**src/verilog/zqc_params.svh**
```systemverilog
// timing constants and encodings for the impedance calibration sequencing pair
`ifndef ZQC_PARAMS_SVH
`define ZQC_PARAMS_SVH
// calibration windows in link clock cycles (nCK), plain defaults
`define ZQC_T_INIT_NCK      16'd512
`define ZQC_T_OPER_NCK      16'd256
`define ZQC_T_CS_NCK        16'd64
// least impedance correction of one short calibration, tenths of a percent
`define ZQC_CS_STEP         8'd5
// self-refresh exit delay in nCK
`define ZQC_T_XS_NCK        16'd24
// precharge period in nCK
`define ZQC_T_RP_NCK        16'd11
// link clock divider: half period in system clocks (100 MHz / 8 = 12.5 MHz)
`define ZQC_CK_HALF         8'd4
// address bit that tells long from short calibration
`define ZQC_LONG_BIT        10
// impedance code reset value
`define ZQC_CODE_RESET      8'h80
`endif

```
**src/verilog/zqc_pkg.sv**
```systemverilog
// types for the impedance calibration sequencing pair
package zqc_pkg;
    // command bus encodings {cs_n, ras_n, cas_n, we_n}
    typedef enum logic [3:0] {
        ZQC_CMD_NOP  = 4'h7,
        ZQC_CMD_PREA = 4'h2,
        ZQC_CMD_ZQ   = 4'h6,
        ZQC_CMD_DES  = 4'h8
    } zqc_cmd_t;
    // device calibration engine states
    typedef enum logic [1:0] {
        ZQC_DS_IDLE = 2'b00,
        ZQC_DS_CAL  = 2'b01,
        ZQC_DS_LOAD = 2'b10
    } zqc_dev_state_t;
    // controller sequencer states
    typedef enum logic [2:0] {
        ZQC_HS_IDLE  = 3'b000,
        ZQC_HS_PREA  = 3'b001,
        ZQC_HS_TRP   = 3'b010,
        ZQC_HS_ISSUE = 3'b011,
        ZQC_HS_QUIET = 3'b100,
        ZQC_HS_SRX   = 3'b101
    } zqc_host_state_t;
endpackage : zqc_pkg

```
**src/verilog/zqc_link_if.sv**
```systemverilog
// command link between controller and device
interface zqc_link_if;
    logic       ck;
    logic       cke;
    logic [3:0] cmd;
    logic       a10;
    logic       odt;
    logic       dq_out;
    logic       dq_oe;
    logic       dq_in;
    modport host (output ck, output cke, output cmd, output a10, output odt, input dq_in);
    modport dev  (input ck, input cke, input cmd, input a10, input odt, output dq_out, output dq_oe);
    // wired data bit: only the device ever drives it here
    assign dq_in = dq_oe ? dq_out : 1'b0;
endinterface : zqc_link_if

```
**src/verilog/zqc_host.sv**
```systemverilog
// controller end: issues long and short calibrations and keeps the channel quiet
`include "zqc_params.svh"
module zqc_host (
    // clock and reset
    input  wire logic CLOCK,
    input  wire logic RESET,
    // user requests
    input  wire logic CAL_LONG_REQ,
    input  wire logic CAL_SHORT_REQ,
    input  wire logic SR_EXIT_REQ,
    // user status
    output logic      BUSY,
    output logic      INIT_DONE,
    // link
    zqc_link_if.host  LINK
);
    import zqc_pkg::*;

    zqc_host_state_t state_ff;
    logic [7:0]      div_ff;
    logic            ck_ff;
    logic            long_ff;
    logic            long_seen_ff;
    logic            pend_long_ff;
    logic            pend_short_ff;
    logic [15:0]     cnt_ff;
    logic            zq_issue_ff;
    zqc_cmd_t        cmd_ff;

    wire fall = (div_ff == `ZQC_CK_HALF - 8'd1) && ck_ff; // next edge is a falling one
    wire rise = (div_ff == `ZQC_CK_HALF - 8'd1) && !ck_ff;

    // link clock divider; commands change on falling edges
    always_ff @(posedge CLOCK) begin
        if (RESET) begin
            div_ff <= 8'h00;
            ck_ff  <= 1'b0;
        end else if (div_ff == `ZQC_CK_HALF - 8'd1) begin
            div_ff <= 8'h00;
            ck_ff  <= ~ck_ff;
        end else begin
            div_ff <= div_ff + 8'h01;
        end
    end

    // request latches, cleared at the idle falling edge that takes them or that takes a self-refresh exit instead
    always_ff @(posedge CLOCK) begin
        if (RESET) begin
            pend_long_ff  <= 1'b0;
            pend_short_ff <= 1'b0;
        end else begin
            if (CAL_LONG_REQ)
                pend_long_ff <= 1'b1;
            else if (state_ff == ZQC_HS_IDLE && fall && pend_long_ff)
                pend_long_ff <= 1'b0;
            if (CAL_SHORT_REQ)
                pend_short_ff <= 1'b1;
            else if (state_ff == ZQC_HS_IDLE && fall && !pend_long_ff && pend_short_ff)
                pend_short_ff <= 1'b0;
        end
    end

    // sequencer: all banks precharged, tRP, calibration, quiet window
    always_ff @(posedge CLOCK) begin
        if (RESET) begin
            state_ff     <= ZQC_HS_IDLE;
            cnt_ff       <= 16'h0000;
            long_ff      <= 1'b0;
            long_seen_ff <= 1'b0;
            cmd_ff       <= ZQC_CMD_NOP;
            zq_issue_ff  <= 1'b0;
        end else if (fall) begin
            cmd_ff <= ZQC_CMD_NOP;
            case (state_ff)
                ZQC_HS_IDLE: begin
                    if (SR_EXIT_REQ) begin
                        cnt_ff   <= `ZQC_T_XS_NCK;
                        state_ff <= ZQC_HS_SRX;
                    end else if (pend_long_ff || pend_short_ff) begin
                        long_ff  <= pend_long_ff;
                        cmd_ff   <= ZQC_CMD_PREA;
                        state_ff <= ZQC_HS_PREA;
                    end
                end
                ZQC_HS_SRX: begin
                    // only no-operations until the exit delay is spent
                    if (cnt_ff <= 16'h0001)
                        state_ff <= ZQC_HS_IDLE;
                    else
                        cnt_ff <= cnt_ff - 16'h0001;
                end
                ZQC_HS_PREA: begin
                    cnt_ff   <= `ZQC_T_RP_NCK;
                    state_ff <= ZQC_HS_TRP;
                end
                ZQC_HS_TRP: begin
                    if (cnt_ff <= 16'h0001) begin
                        cmd_ff      <= ZQC_CMD_ZQ;
                        zq_issue_ff <= 1'b1;
                        state_ff    <= ZQC_HS_ISSUE;
                    end else begin
                        cnt_ff <= cnt_ff - 16'h0001;
                    end
                end
                ZQC_HS_ISSUE: begin
                    zq_issue_ff <= 1'b0;
                    // window choice depends on whether a long one ran since reset
                    if (!long_ff)
                        cnt_ff <= `ZQC_T_CS_NCK;
                    else if (!long_seen_ff)
                        cnt_ff <= `ZQC_T_INIT_NCK;
                    else
                        cnt_ff <= `ZQC_T_OPER_NCK;
                    if (long_ff)
                        long_seen_ff <= 1'b1;
                    state_ff <= ZQC_HS_QUIET;
                end
                ZQC_HS_QUIET: begin
                    // channel stays idle; a single device on this resistor keeps windows apart
                    if (cnt_ff <= 16'h0001)
                        state_ff <= ZQC_HS_IDLE;
                    else
                        cnt_ff <= cnt_ff - 16'h0001;
                end
                default: state_ff <= ZQC_HS_IDLE;
            endcase
        end
    end

    // link outputs: clock enable high, termination off, long/short address bit
    assign LINK.ck  = ck_ff;
    assign LINK.cke = 1'b1;
    assign LINK.odt = 1'b0;
    assign LINK.cmd = cmd_ff;
    assign LINK.a10 = zq_issue_ff & long_ff;

    // user status
    assign BUSY      = (state_ff != ZQC_HS_IDLE);
    assign INIT_DONE = long_seen_ff && (state_ff == ZQC_HS_IDLE);

    wire unused_ok = rise | LINK.dq_in;
endmodule : zqc_host

```
**src/flat_wrapper.sv**
```systemverilog
// flat-port wrapper written by rule: the top's interface ports become plain ports
module zqc_host_flat import zqc_pkg::*;
  (CLOCK, RESET, CAL_LONG_REQ, CAL_SHORT_REQ, SR_EXIT_REQ, BUSY, INIT_DONE, LINK_ck, LINK_cke, LINK_cmd, LINK_a10, LINK_odt);
  zqc_link_if LINK_i ();
  input  wire logic CLOCK;
  input  wire logic RESET;
  input  wire logic CAL_LONG_REQ;
  input  wire logic CAL_SHORT_REQ;
  input  wire logic SR_EXIT_REQ;
  output logic BUSY;
  output logic INIT_DONE;
  output wire logic [$bits(LINK_i.ck)-1:0] LINK_ck;
  output wire logic [$bits(LINK_i.cke)-1:0] LINK_cke;
  output wire logic [$bits(LINK_i.cmd)-1:0] LINK_cmd;
  output wire logic [$bits(LINK_i.a10)-1:0] LINK_a10;
  output wire logic [$bits(LINK_i.odt)-1:0] LINK_odt;
  assign LINK_ck = LINK_i.ck;
  assign LINK_cke = LINK_i.cke;
  assign LINK_cmd = LINK_i.cmd;
  assign LINK_a10 = LINK_i.a10;
  assign LINK_odt = LINK_i.odt;
  zqc_host u_core (.CLOCK(CLOCK), .RESET(RESET), .CAL_LONG_REQ(CAL_LONG_REQ), .CAL_SHORT_REQ(CAL_SHORT_REQ), .SR_EXIT_REQ(SR_EXIT_REQ), .BUSY(BUSY), .INIT_DONE(INIT_DONE), .LINK(LINK_i));
endmodule
```
**config.mk**
```make
export PLATFORM = sky130hd
export DESIGN_NAME = zqc_host_flat
export DESIGN_NICKNAME = d
export VERILOG_FILES = /design/src/verilog/zqc_pkg.sv /design/src/verilog/zqc_link_if.sv /design/src/verilog/zqc_host.sv /design/src/flat_wrapper.sv
export VERILOG_INCLUDE_DIRS = /design/src /design/src/verilog
export SDC_FILE = /design/constraint.sdc
export NUM_CORES = 1
export LEC_CHECK = 0
export ABC_CLOCK_PERIOD_IN_PS = 3100
export BUFFER_PORTS_ARGS = -buffer_cell sky130_fd_sc_hd__clkbuf_2
export CAP_MARGIN = 20
export CORE_MARGIN = 3
export CORE_UTILIZATION = 40
export DETAILED_ROUTE_END_ITERATION = 8
export HOLD_SLACK_MARGIN = 0.15
export SKIP_CTS_REPAIR_TIMING = 1
export SLEW_MARGIN = 20
export SYNTH_ARGS = -nofsm -noshare
export SYNTH_HDL_FRONTEND = slang
export SYNTH_SLANG_ARGS = --single-unit
```
**constraint.sdc**
```tcl
create_clock -name CLOCK -period 3.1 [get_ports CLOCK]
set_clock_uncertainty 0.2 [all_clocks]
set_input_delay 0.62 -clock CLOCK [delete_from_list [all_inputs] [get_ports CLOCK]]
set_output_delay 0.62 -clock CLOCK [all_outputs]
set_load 0.005 [all_outputs]
```
==> out/results.ini, run 1 <==
[run_status]
status = finished, final reports clean

[synthesis]
synth_cell_type_count = 46
synth_compound_area_frac = 0.153
synthAdderAreaFrac = 0.0206
async_reset_ff_frac = 0
synth-simple-area-share = 0.285
synth_xor_area_frac = 0.0867
synthMuxAreaShare = 0.00550
yosysSeqAreaShare = 0.385
netlist_area_sq_um = 1820
postSynthCellCount = 228
syn_avg_cell_area_sq_um = 7.98
yosys_warnings = 0
synth_ff_type = dfxtp_1
synth_top_family_by_area = simple AND/OR/NAND/NOR gates
synth_edf_count = 0
synth-seq-cells = 35

[worst_setup_path]
slowest_stage = or4_1
critPathTopFamily = simple AND/OR/NAND/NOR gates
endpoint_kind = flip-flop
worstSetupPathType = flip-flop to flip-flop
cp.required_ns = 3.09
cp-start-kind = flip-flop
crit_path_max_incr_delay_ns = 0.57
critPathMaxFanout = 10
cp_common_cell = or3_1
worstPathArrival_ns = 2.61
cp_cell_sequence = or4_1 > or3_1 > or3_1 > nand4_1 > xor2_1 > nor2_1
path_buf_inv = 0

[global_routing]
grt_overflow = 0
busiest_layer = met2
grt_max_degree = 21
grt_util_met3 = 0.0369
grt_pass1_vias = 1431
grt_usage = 0.157
grtUsageMet1 = 0.220
met2_usage = 0.226
antenna_found_initial = 0
grt_pass1_wl_microns = 6670

[cells_and_area]
fill_cells = 397
seq_area_sq_um = 701
drive_gt1_frac = 0.106
multi_input_area_sq_um = 1020
diodes = 0
synthToLayoutAreaGrowth_pct = 11.0
nets = 242

[power_and_ir_drop]
p_per_area_nw_per_um2 = 503
p_sw_frac = 0.216
p_leak_nw = 0.791
p_clk_frac = 0.496
power_mw = 1.01
intPower_mw = 0.795
seqPwrFrac = 0.460
irDropWorstVdd_uv = 367
comb_power_share = 0.044
p_sw_mw = 0.220

[route]
antenna_left = 0
drt-wirelength-per-cell_microns = 13.4
drtPass1Iterations = 4
dr_total_vias = 1543
vias_per_cell = 5.41
drtIter0Drc = 53
finalWirelength_microns = 3810
drc = 0

[sta]
finalCritPeriodShare = 0.844
timing.slew.headroom = 0.559
fin_crit_ns = 2.62
setup_viol = 0
hold_viol_final = 0
rsz0062_at_grt = no
maxSlewViolCount = 0
fin_tns_setup_ns = 0
max_freq_mhz = 382
tightest_slew_ns = 0.660
fin_hold_ws_ns = 0.267

[floorplanning]
num_rows = 23
die-area_sq_um = 5390
ioPinCount = 15
chipWidth_microns = 73.4
die_y_microns = 73.4
core_sq_um = 4200
start_util = 0.433

[cts]
clk_pin_slew_ns = 0.08
cts_made_buffers = 5
clock_latency_ns = 0.30
cts_tree = done
cts_buffer_depth = 2
htreeDepth = 2
root_buffer = clkbuf_8
cts.sinks = 35

[hold_path]
hp-class = flip-flop to flip-flop

[place]
port-buffer-count = 10
gp_congestion = 0.775
dpl.hpwl_microns = 2680

[run]
drv_cap = 0

[synthesized netlist by cell type, types with 2 or more instances]
master | n | area, sq um
or3_1 | 4 | 25.0
inv_1 | 8 | 30.0
buf_4 | 4 | 30.0
nor3_1 | 11 | 55.1
ha_1 | 3 | 37.5
nand2b_1 | 3 | 18.8
and3_1 | 2 | 12.5
a31oi_1 | 2 | 12.5
nand2_1 | 4 | 15.0
clkbuf_1 | 8 | 30.0
xnor2_1 | 7 | 61.3
nand3_1 | 9 | 45.0
buf_2 | 3 | 15.0
conb_1 | 2 | 7.51
o21bai_1 | 2 | 15.0
nand4_1 | 7 | 43.8
a21o_1 | 2 | 15.0
nor4_1 | 6 | 37.5
o21ai_0 | 8 | 40.0
or4_1 | 3 | 22.5
xor2_1 | 11 | 96.3
nor2_1 | 41 | 154
o211ai_1 | 2 | 15.0
and2_1 | 4 | 25.0
a21oi_1 | 14 | 70.1
a211oi_1 | 4 | 30.0
dfxtp_1 | 35 | 701
[worst reg2reg max path: stages (launching register included)]
cell	delay, ns
dfxtp_1	0.36
or4_1	0.58
or3_1	0.49
or3_1	0.52
nand4_1	0.16
xor2_1	0.17
nor2_1	0.05
[path summary, 6_finish.rpt]
path         slack, ns                            start  cells past startpoint                         endpoint
max               0.48    u_core.cnt_ff[4]$_SDFFE_PP0P_                      6    u_core.cnt_ff[7]$_SDFFE_PP0P_
min               0.27  u_core.LINK.cmd[0]$_SDFFE_PP1N_                      1  u_core.LINK.cmd[0]$_SDFFE_PP1N_
max reg2reg       0.48    u_core.cnt_ff[4]$_SDFFE_PP0P_                      6    u_core.cnt_ff[7]$_SDFFE_PP0P_
min reg2reg       0.27  u_core.LINK.cmd[0]$_SDFFE_PP1N_                      1  u_core.LINK.cmd[0]$_SDFFE_PP1N_
[routing by layer]
metal / share of wire / up-vias / routed length [microns]
li1: - / 814 / -
met1: 0.52 / 700 / 1970
met2: 0.44 / 21 / 1660
met3: 0.029 / 8 / 110
met4: 0.019 / 0 / 73
met5: 0 / - / 0
[layout make-up]
type,count,area share
timing repair buffer,13,0.0359
tap,50,0.0310
sequential,35,0.347
inverter,8,0.0149
clock buffer,5,0.0341
clock inverter,3,0.0335
multi-input combinational,171,0.504
[sequential cells by signal, summed over array words and instances, names as in the netlist, 2 cells and up]
signal and flops:
u_core.cnt_ff 16, u_core.div_ff 8, u_core.LINK.cmd 2, u_core.state_ff 3
[through the flow]
| stage | setup slack (ns) | instance area, sq um | utilization | std cells |
|---|---|---|---|---|
| CTS | 0.509 | 2020 | 0.481 | 285 |
| detailed placement | 0.518 | 1880 | 0.448 | 277 |
| global placement | 0.552 | 1880 | 0.448 | 277 |
| finish | 0.483 | 2020 | 0.481 | 285 |
| global route | 0.214 | 2020 | 0.481 | 285 |
| floorplan | 0.645 | 1830 | - | 230 |
[cells in the final DEF, fill, tap and decap left out, types with 3 or more instances in the layout]
master and count:
inv_1 8, nor2_1 41, xnor2_1 7, or3_1 4
a211oi_1 4, nor3_1 11, conb_1 4, nor4_1 6
nand2_1 4, buf_4 3, xor2_1 11, a21oi_1 14
dfxtp_1 35, ha_1 3, nand4_1 7, nand3_1 9
nand2b_1 3, and2_1 4, clkbuf_8 5, o21ai_0 8
or4_1 3, clkbuf_2 10
[kinds of logic (layout without fill, tap and decap cells)]
| family | Yosys count | count (layout) |
|---|---|---|
| adders and majority gates | 3 | 3 |
| and+or+nand+nor | 101 | 101 |
| xor gates and xnor gates | 18 | 18 |
| other | 2 | 4 |
| buffers and inverters | 24 | 29 |
| AOI/OAI and AO/OA | 44 | 44 |
| DFF | 35 | 35 |
| muxes | 1 | 1 |
[power groups by stage]
stage               logic [mW]  clock network (mW)  registers, mW
finish                  0.0446               0.504          0.467
global route            0.0510               0.524          0.468
CTS                     0.0449               0.511          0.466
detailed placement      0.0447                   0          0.477
global placement        0.0445                   0          0.477
floorplan               0.0386                   0          0.475
Note: power is estimated with default switching activity, not from simulation.
==> run 2, diff against run 1 <==
--- a/config.mk
+++ b/config.mk
@@ -6,7 +6,7 @@
 export SDC_FILE = /design/constraint.sdc
 export NUM_CORES = 1
 export LEC_CHECK = 0
-export ABC_CLOCK_PERIOD_IN_PS = 3100
+export ABC_CLOCK_PERIOD_IN_PS = 2500
 export BUFFER_PORTS_ARGS = -buffer_cell sky130_fd_sc_hd__clkbuf_2
 export CAP_MARGIN = 20
 export CORE_MARGIN = 3
==> constraint.sdc (replaced) <==
create_clock -name CLOCK -period 2.5 [get_ports CLOCK]
set_clock_uncertainty 0.2 [all_clocks]
set_input_delay 0.5 -clock CLOCK [delete_from_list [all_inputs] [get_ports CLOCK]]
set_output_delay 0.5 -clock CLOCK [all_outputs]
set_load 0.005 [all_outputs]
==> run 2 against run 1 <==
Clock power is 9.1% lower. Global-route usage increased by 0.46 points. Critical path depth stayed put. Via count increased by 6.0%. Hold slack got worse by 0.051 ns. Non-clock buffer count grew 21. Worst setup slack got worse by 0.36 ns. Total power rose by 8.6%. Count of clock-buffer cells in the layout rose by 2. First-iteration DRC count up 23%. Sequential share of layout area is 2.6 points lower. Critical path type unchanged. Largest power group is now sequential cells.
==> out/results.ini, run 2 (synthesized netlist as in run 1, its figures left out) <==
[power_and_ir_drop]
p_leak_nw = 0.890  ; +13%
intPower_mw = 0.846  ; +6.4%
p_per_area_nw_per_um2 = 505  ; +0.54%
p_sw_frac = 0.232  ; +0.0156
p_sw_mw = 0.256  ; +16%
comb_power_share = 0.059  ; +0.015
seqPwrFrac = 0.525  ; +0.065
irDropWorstVdd_uv = 310  ; -15%
p_clk_frac = 0.415  ; -0.081

[sta]
finalCritPeriodShare = 0.952  ; +0.108
fin_tns_setup_ns = 0  ; unchanged
tightest_slew_ns = 0.791  ; +0.132 ns
timing.slew.headroom = 0.459  ; -0.100
rsz0062_at_grt = no
hold_viol_final = 0  ; unchanged
maxSlewViolCount = 0  ; unchanged
fin_crit_ns = 2.38  ; -0.237 ns
max_freq_mhz = 420  ; +10%
setup_viol = 0  ; unchanged

[cells_and_area]
multi_input_area_sq_um = 1050  ; +3.6%
synthToLayoutAreaGrowth_pct = 19.9
layout_commonest_cell = nor2_1
diodes = 0  ; unchanged
largest-register = u_core.cnt_ff
largest_reg_flops = 16  ; unchanged
mostFrequentLayoutCells = nor2_1, dfxtp_1, buf_4
reg_top3 = u_core.cnt_ff: 16 flops, u_core.div_ff: 8 flops, u_core.state_ff: 3 flops
nets = 263  ; +8.7%
final_util = 0.519  ; +0.0384
seq_area_sq_um = 701  ; unchanged
drive_gt1_frac = 0.211  ; +0.105
fill_cells = 416  ; +4.8%

[worst_setup_path]
worstPathArrival_ns = 2.35  ; -0.26 ns
endpoint_kind = flip-flop
cp.required_ns = 2.47  ; -0.62 ns
r2r_slack_ns = 0.12  ; -0.36 ns
critPathLaunch = u_core.cnt_ff[10]$_SDFFE_PP0P_
endpoint = u_core.cnt_ff[7]$_SDFFE_PP0P_
r2r_end = u_core.cnt_ff[7]$_SDFFE_PP0P_
critPathMaxFanout = 6  ; -4
cp-start-kind = flip-flop
worstSetupPathType = flip-flop to flip-flop
r2r_start = u_core.cnt_ff[10]$_SDFFE_PP0P_
ff2ff_path_depth = 6  ; unchanged

[global_routing]
grt_overflow = 0  ; unchanged
antenna_found_initial = 0  ; unchanged
grt_pass1_wl_microns = 6840  ; +2.7%
grt_max_degree = 21  ; unchanged
grt_pass1_vias = 1485  ; +3.8%
grt_usage = 0.162  ; +0.00461

[route]
drtPass1Iterations = 4  ; unchanged
met1Wirelength_microns = 2010  ; +2.3%
antenna_left = 0  ; unchanged
wl_met3_microns = 102  ; -7.3%
finalWirelength_microns = 4030  ; +5.9%
dr_total_vias = 1636  ; +6.0%
highest_layer = met4
drtIter0Drc = 65  ; +23%
vias_per_cell = 5.35  ; -1.2%
drc = 0  ; unchanged
drt-wirelength-per-cell_microns = 13.2  ; -1.4%
met2_length_microns = 1860  ; +12%

[cts]
root_buffer = clkbuf_8
cts_tree = done
cts.sinks = 35  ; unchanged
cts_made_buffers = 5  ; unchanged
clk_pin_slew_ns = 0.07  ; about the same
clock_latency_ns = 0.29  ; about the same
htreeDepth = 2  ; unchanged
cts_buffer_depth = 2  ; unchanged

[floorplanning]
core_sq_um = 4200  ; unchanged
die-area_sq_um = 5390  ; unchanged
num_rows = 23  ; unchanged
start_util = 0.433  ; unchanged
die_y_microns = 73.4  ; unchanged
chipWidth_microns = 73.4  ; unchanged
ioPinCount = 15  ; unchanged

[run]
drv_cap = 0  ; unchanged

[place]
port-buffer-count = 10  ; unchanged
dpl.hpwl_microns = 2950  ; +10%
gp_congestion = 0.785  ; +1.3%

[hold_path]
hp-class = input port to flip-flop
holdPathStages = 3  ; +2

[run_status]
status = finished, final reports clean

-- run 2: cell types whose count changed in the layout (fill, tap and decap cells not counted), moves of 2 or more --
cell,previous run,this run
buf_4,3,24
nor2_1,41,38
nor2_2,0,3
clkbuf_8,5,7
bufinv_16,2,0
or3_4,0,2
or3_1,4,2
-- run 2: how the worst min path moves through the flow --
stage	endpoint	startpoint	slack, ns
floorplan	u_core.div_ff[0]$_SDFF_PP0_	u_core.div_ff[0]$_SDFF_PP0_	0.24
global placement	u_core.LINK.cmd[0]$_SDFFE_PP1N_	u_core.LINK.cmd[0]$_SDFFE_PP1N_	0.25
detailed placement	u_core.LINK.cmd[0]$_SDFFE_PP1N_	u_core.LINK.cmd[0]$_SDFFE_PP1N_	0.25
CTS	u_core.pend_long_ff$_SDFFE_PP0P_	CAL_LONG_REQ	0.21
global route	u_core.pend_short_ff$_SDFFE_PP0P_	CAL_SHORT_REQ	0.24
finish	u_core.pend_long_ff$_SDFFE_PP0P_	CAL_LONG_REQ	0.22
-- run 2: metal layers --
layer	vias up	global-route usage
li1	851	-
met1	758	0.219
met2	20	0.243
met3	7	0.0451
met4	0	0.0604
met5	-	0
-- run 2: final cells by class --
cell class                      instances  area share
Timing Repair Buffer                   34       0.106
Multi-Input combinational cell        171       0.483
Sequential cell                        35       0.321
Clock buffer                            7      0.0442
Clock inverter                          1     0.00344
Inverter                                8      0.0138
Tap cell                               50      0.0287
-- run 2: worst max-delay path: stages, from the launching register on --
cell and delay, ns:
dfxtp_1 0.32, or4_4 0.56, or4_4 0.46, or3_4 0.39
nand4_1 0.14, xor2_1 0.15, nor2_1 0.05
-- run 2: through the flow --
stage	instance area, sq um	power, mW	worst slack [ns]	cells	hold WS, ns
2_1_floorplan	1830	0.637	0.0451	230	0.238
3_3_place_gp	2040	0.654	0.0177	298	0.246
3_5_place_dp	2040	0.656	-0.00875	298	0.252
4_1_cts	2140	1.12	-0.0319	306	0.214
5_1_grt	2180	1.15	0.00101	306	0.235
6_report	2180	1.10	0.120	306	0.216
-- run 2: power groups by stage --
stage,Combinational [mW],Clock [mW],Sequential [mW]
finish,0.0654,0.458,0.579
global route,0.0736,0.499,0.581
CTS,0.0645,0.473,0.579
detailed placement,0.0639,0,0.592
global placement,0.0631,0,0.591
floorplan,0.0478,0,0.589
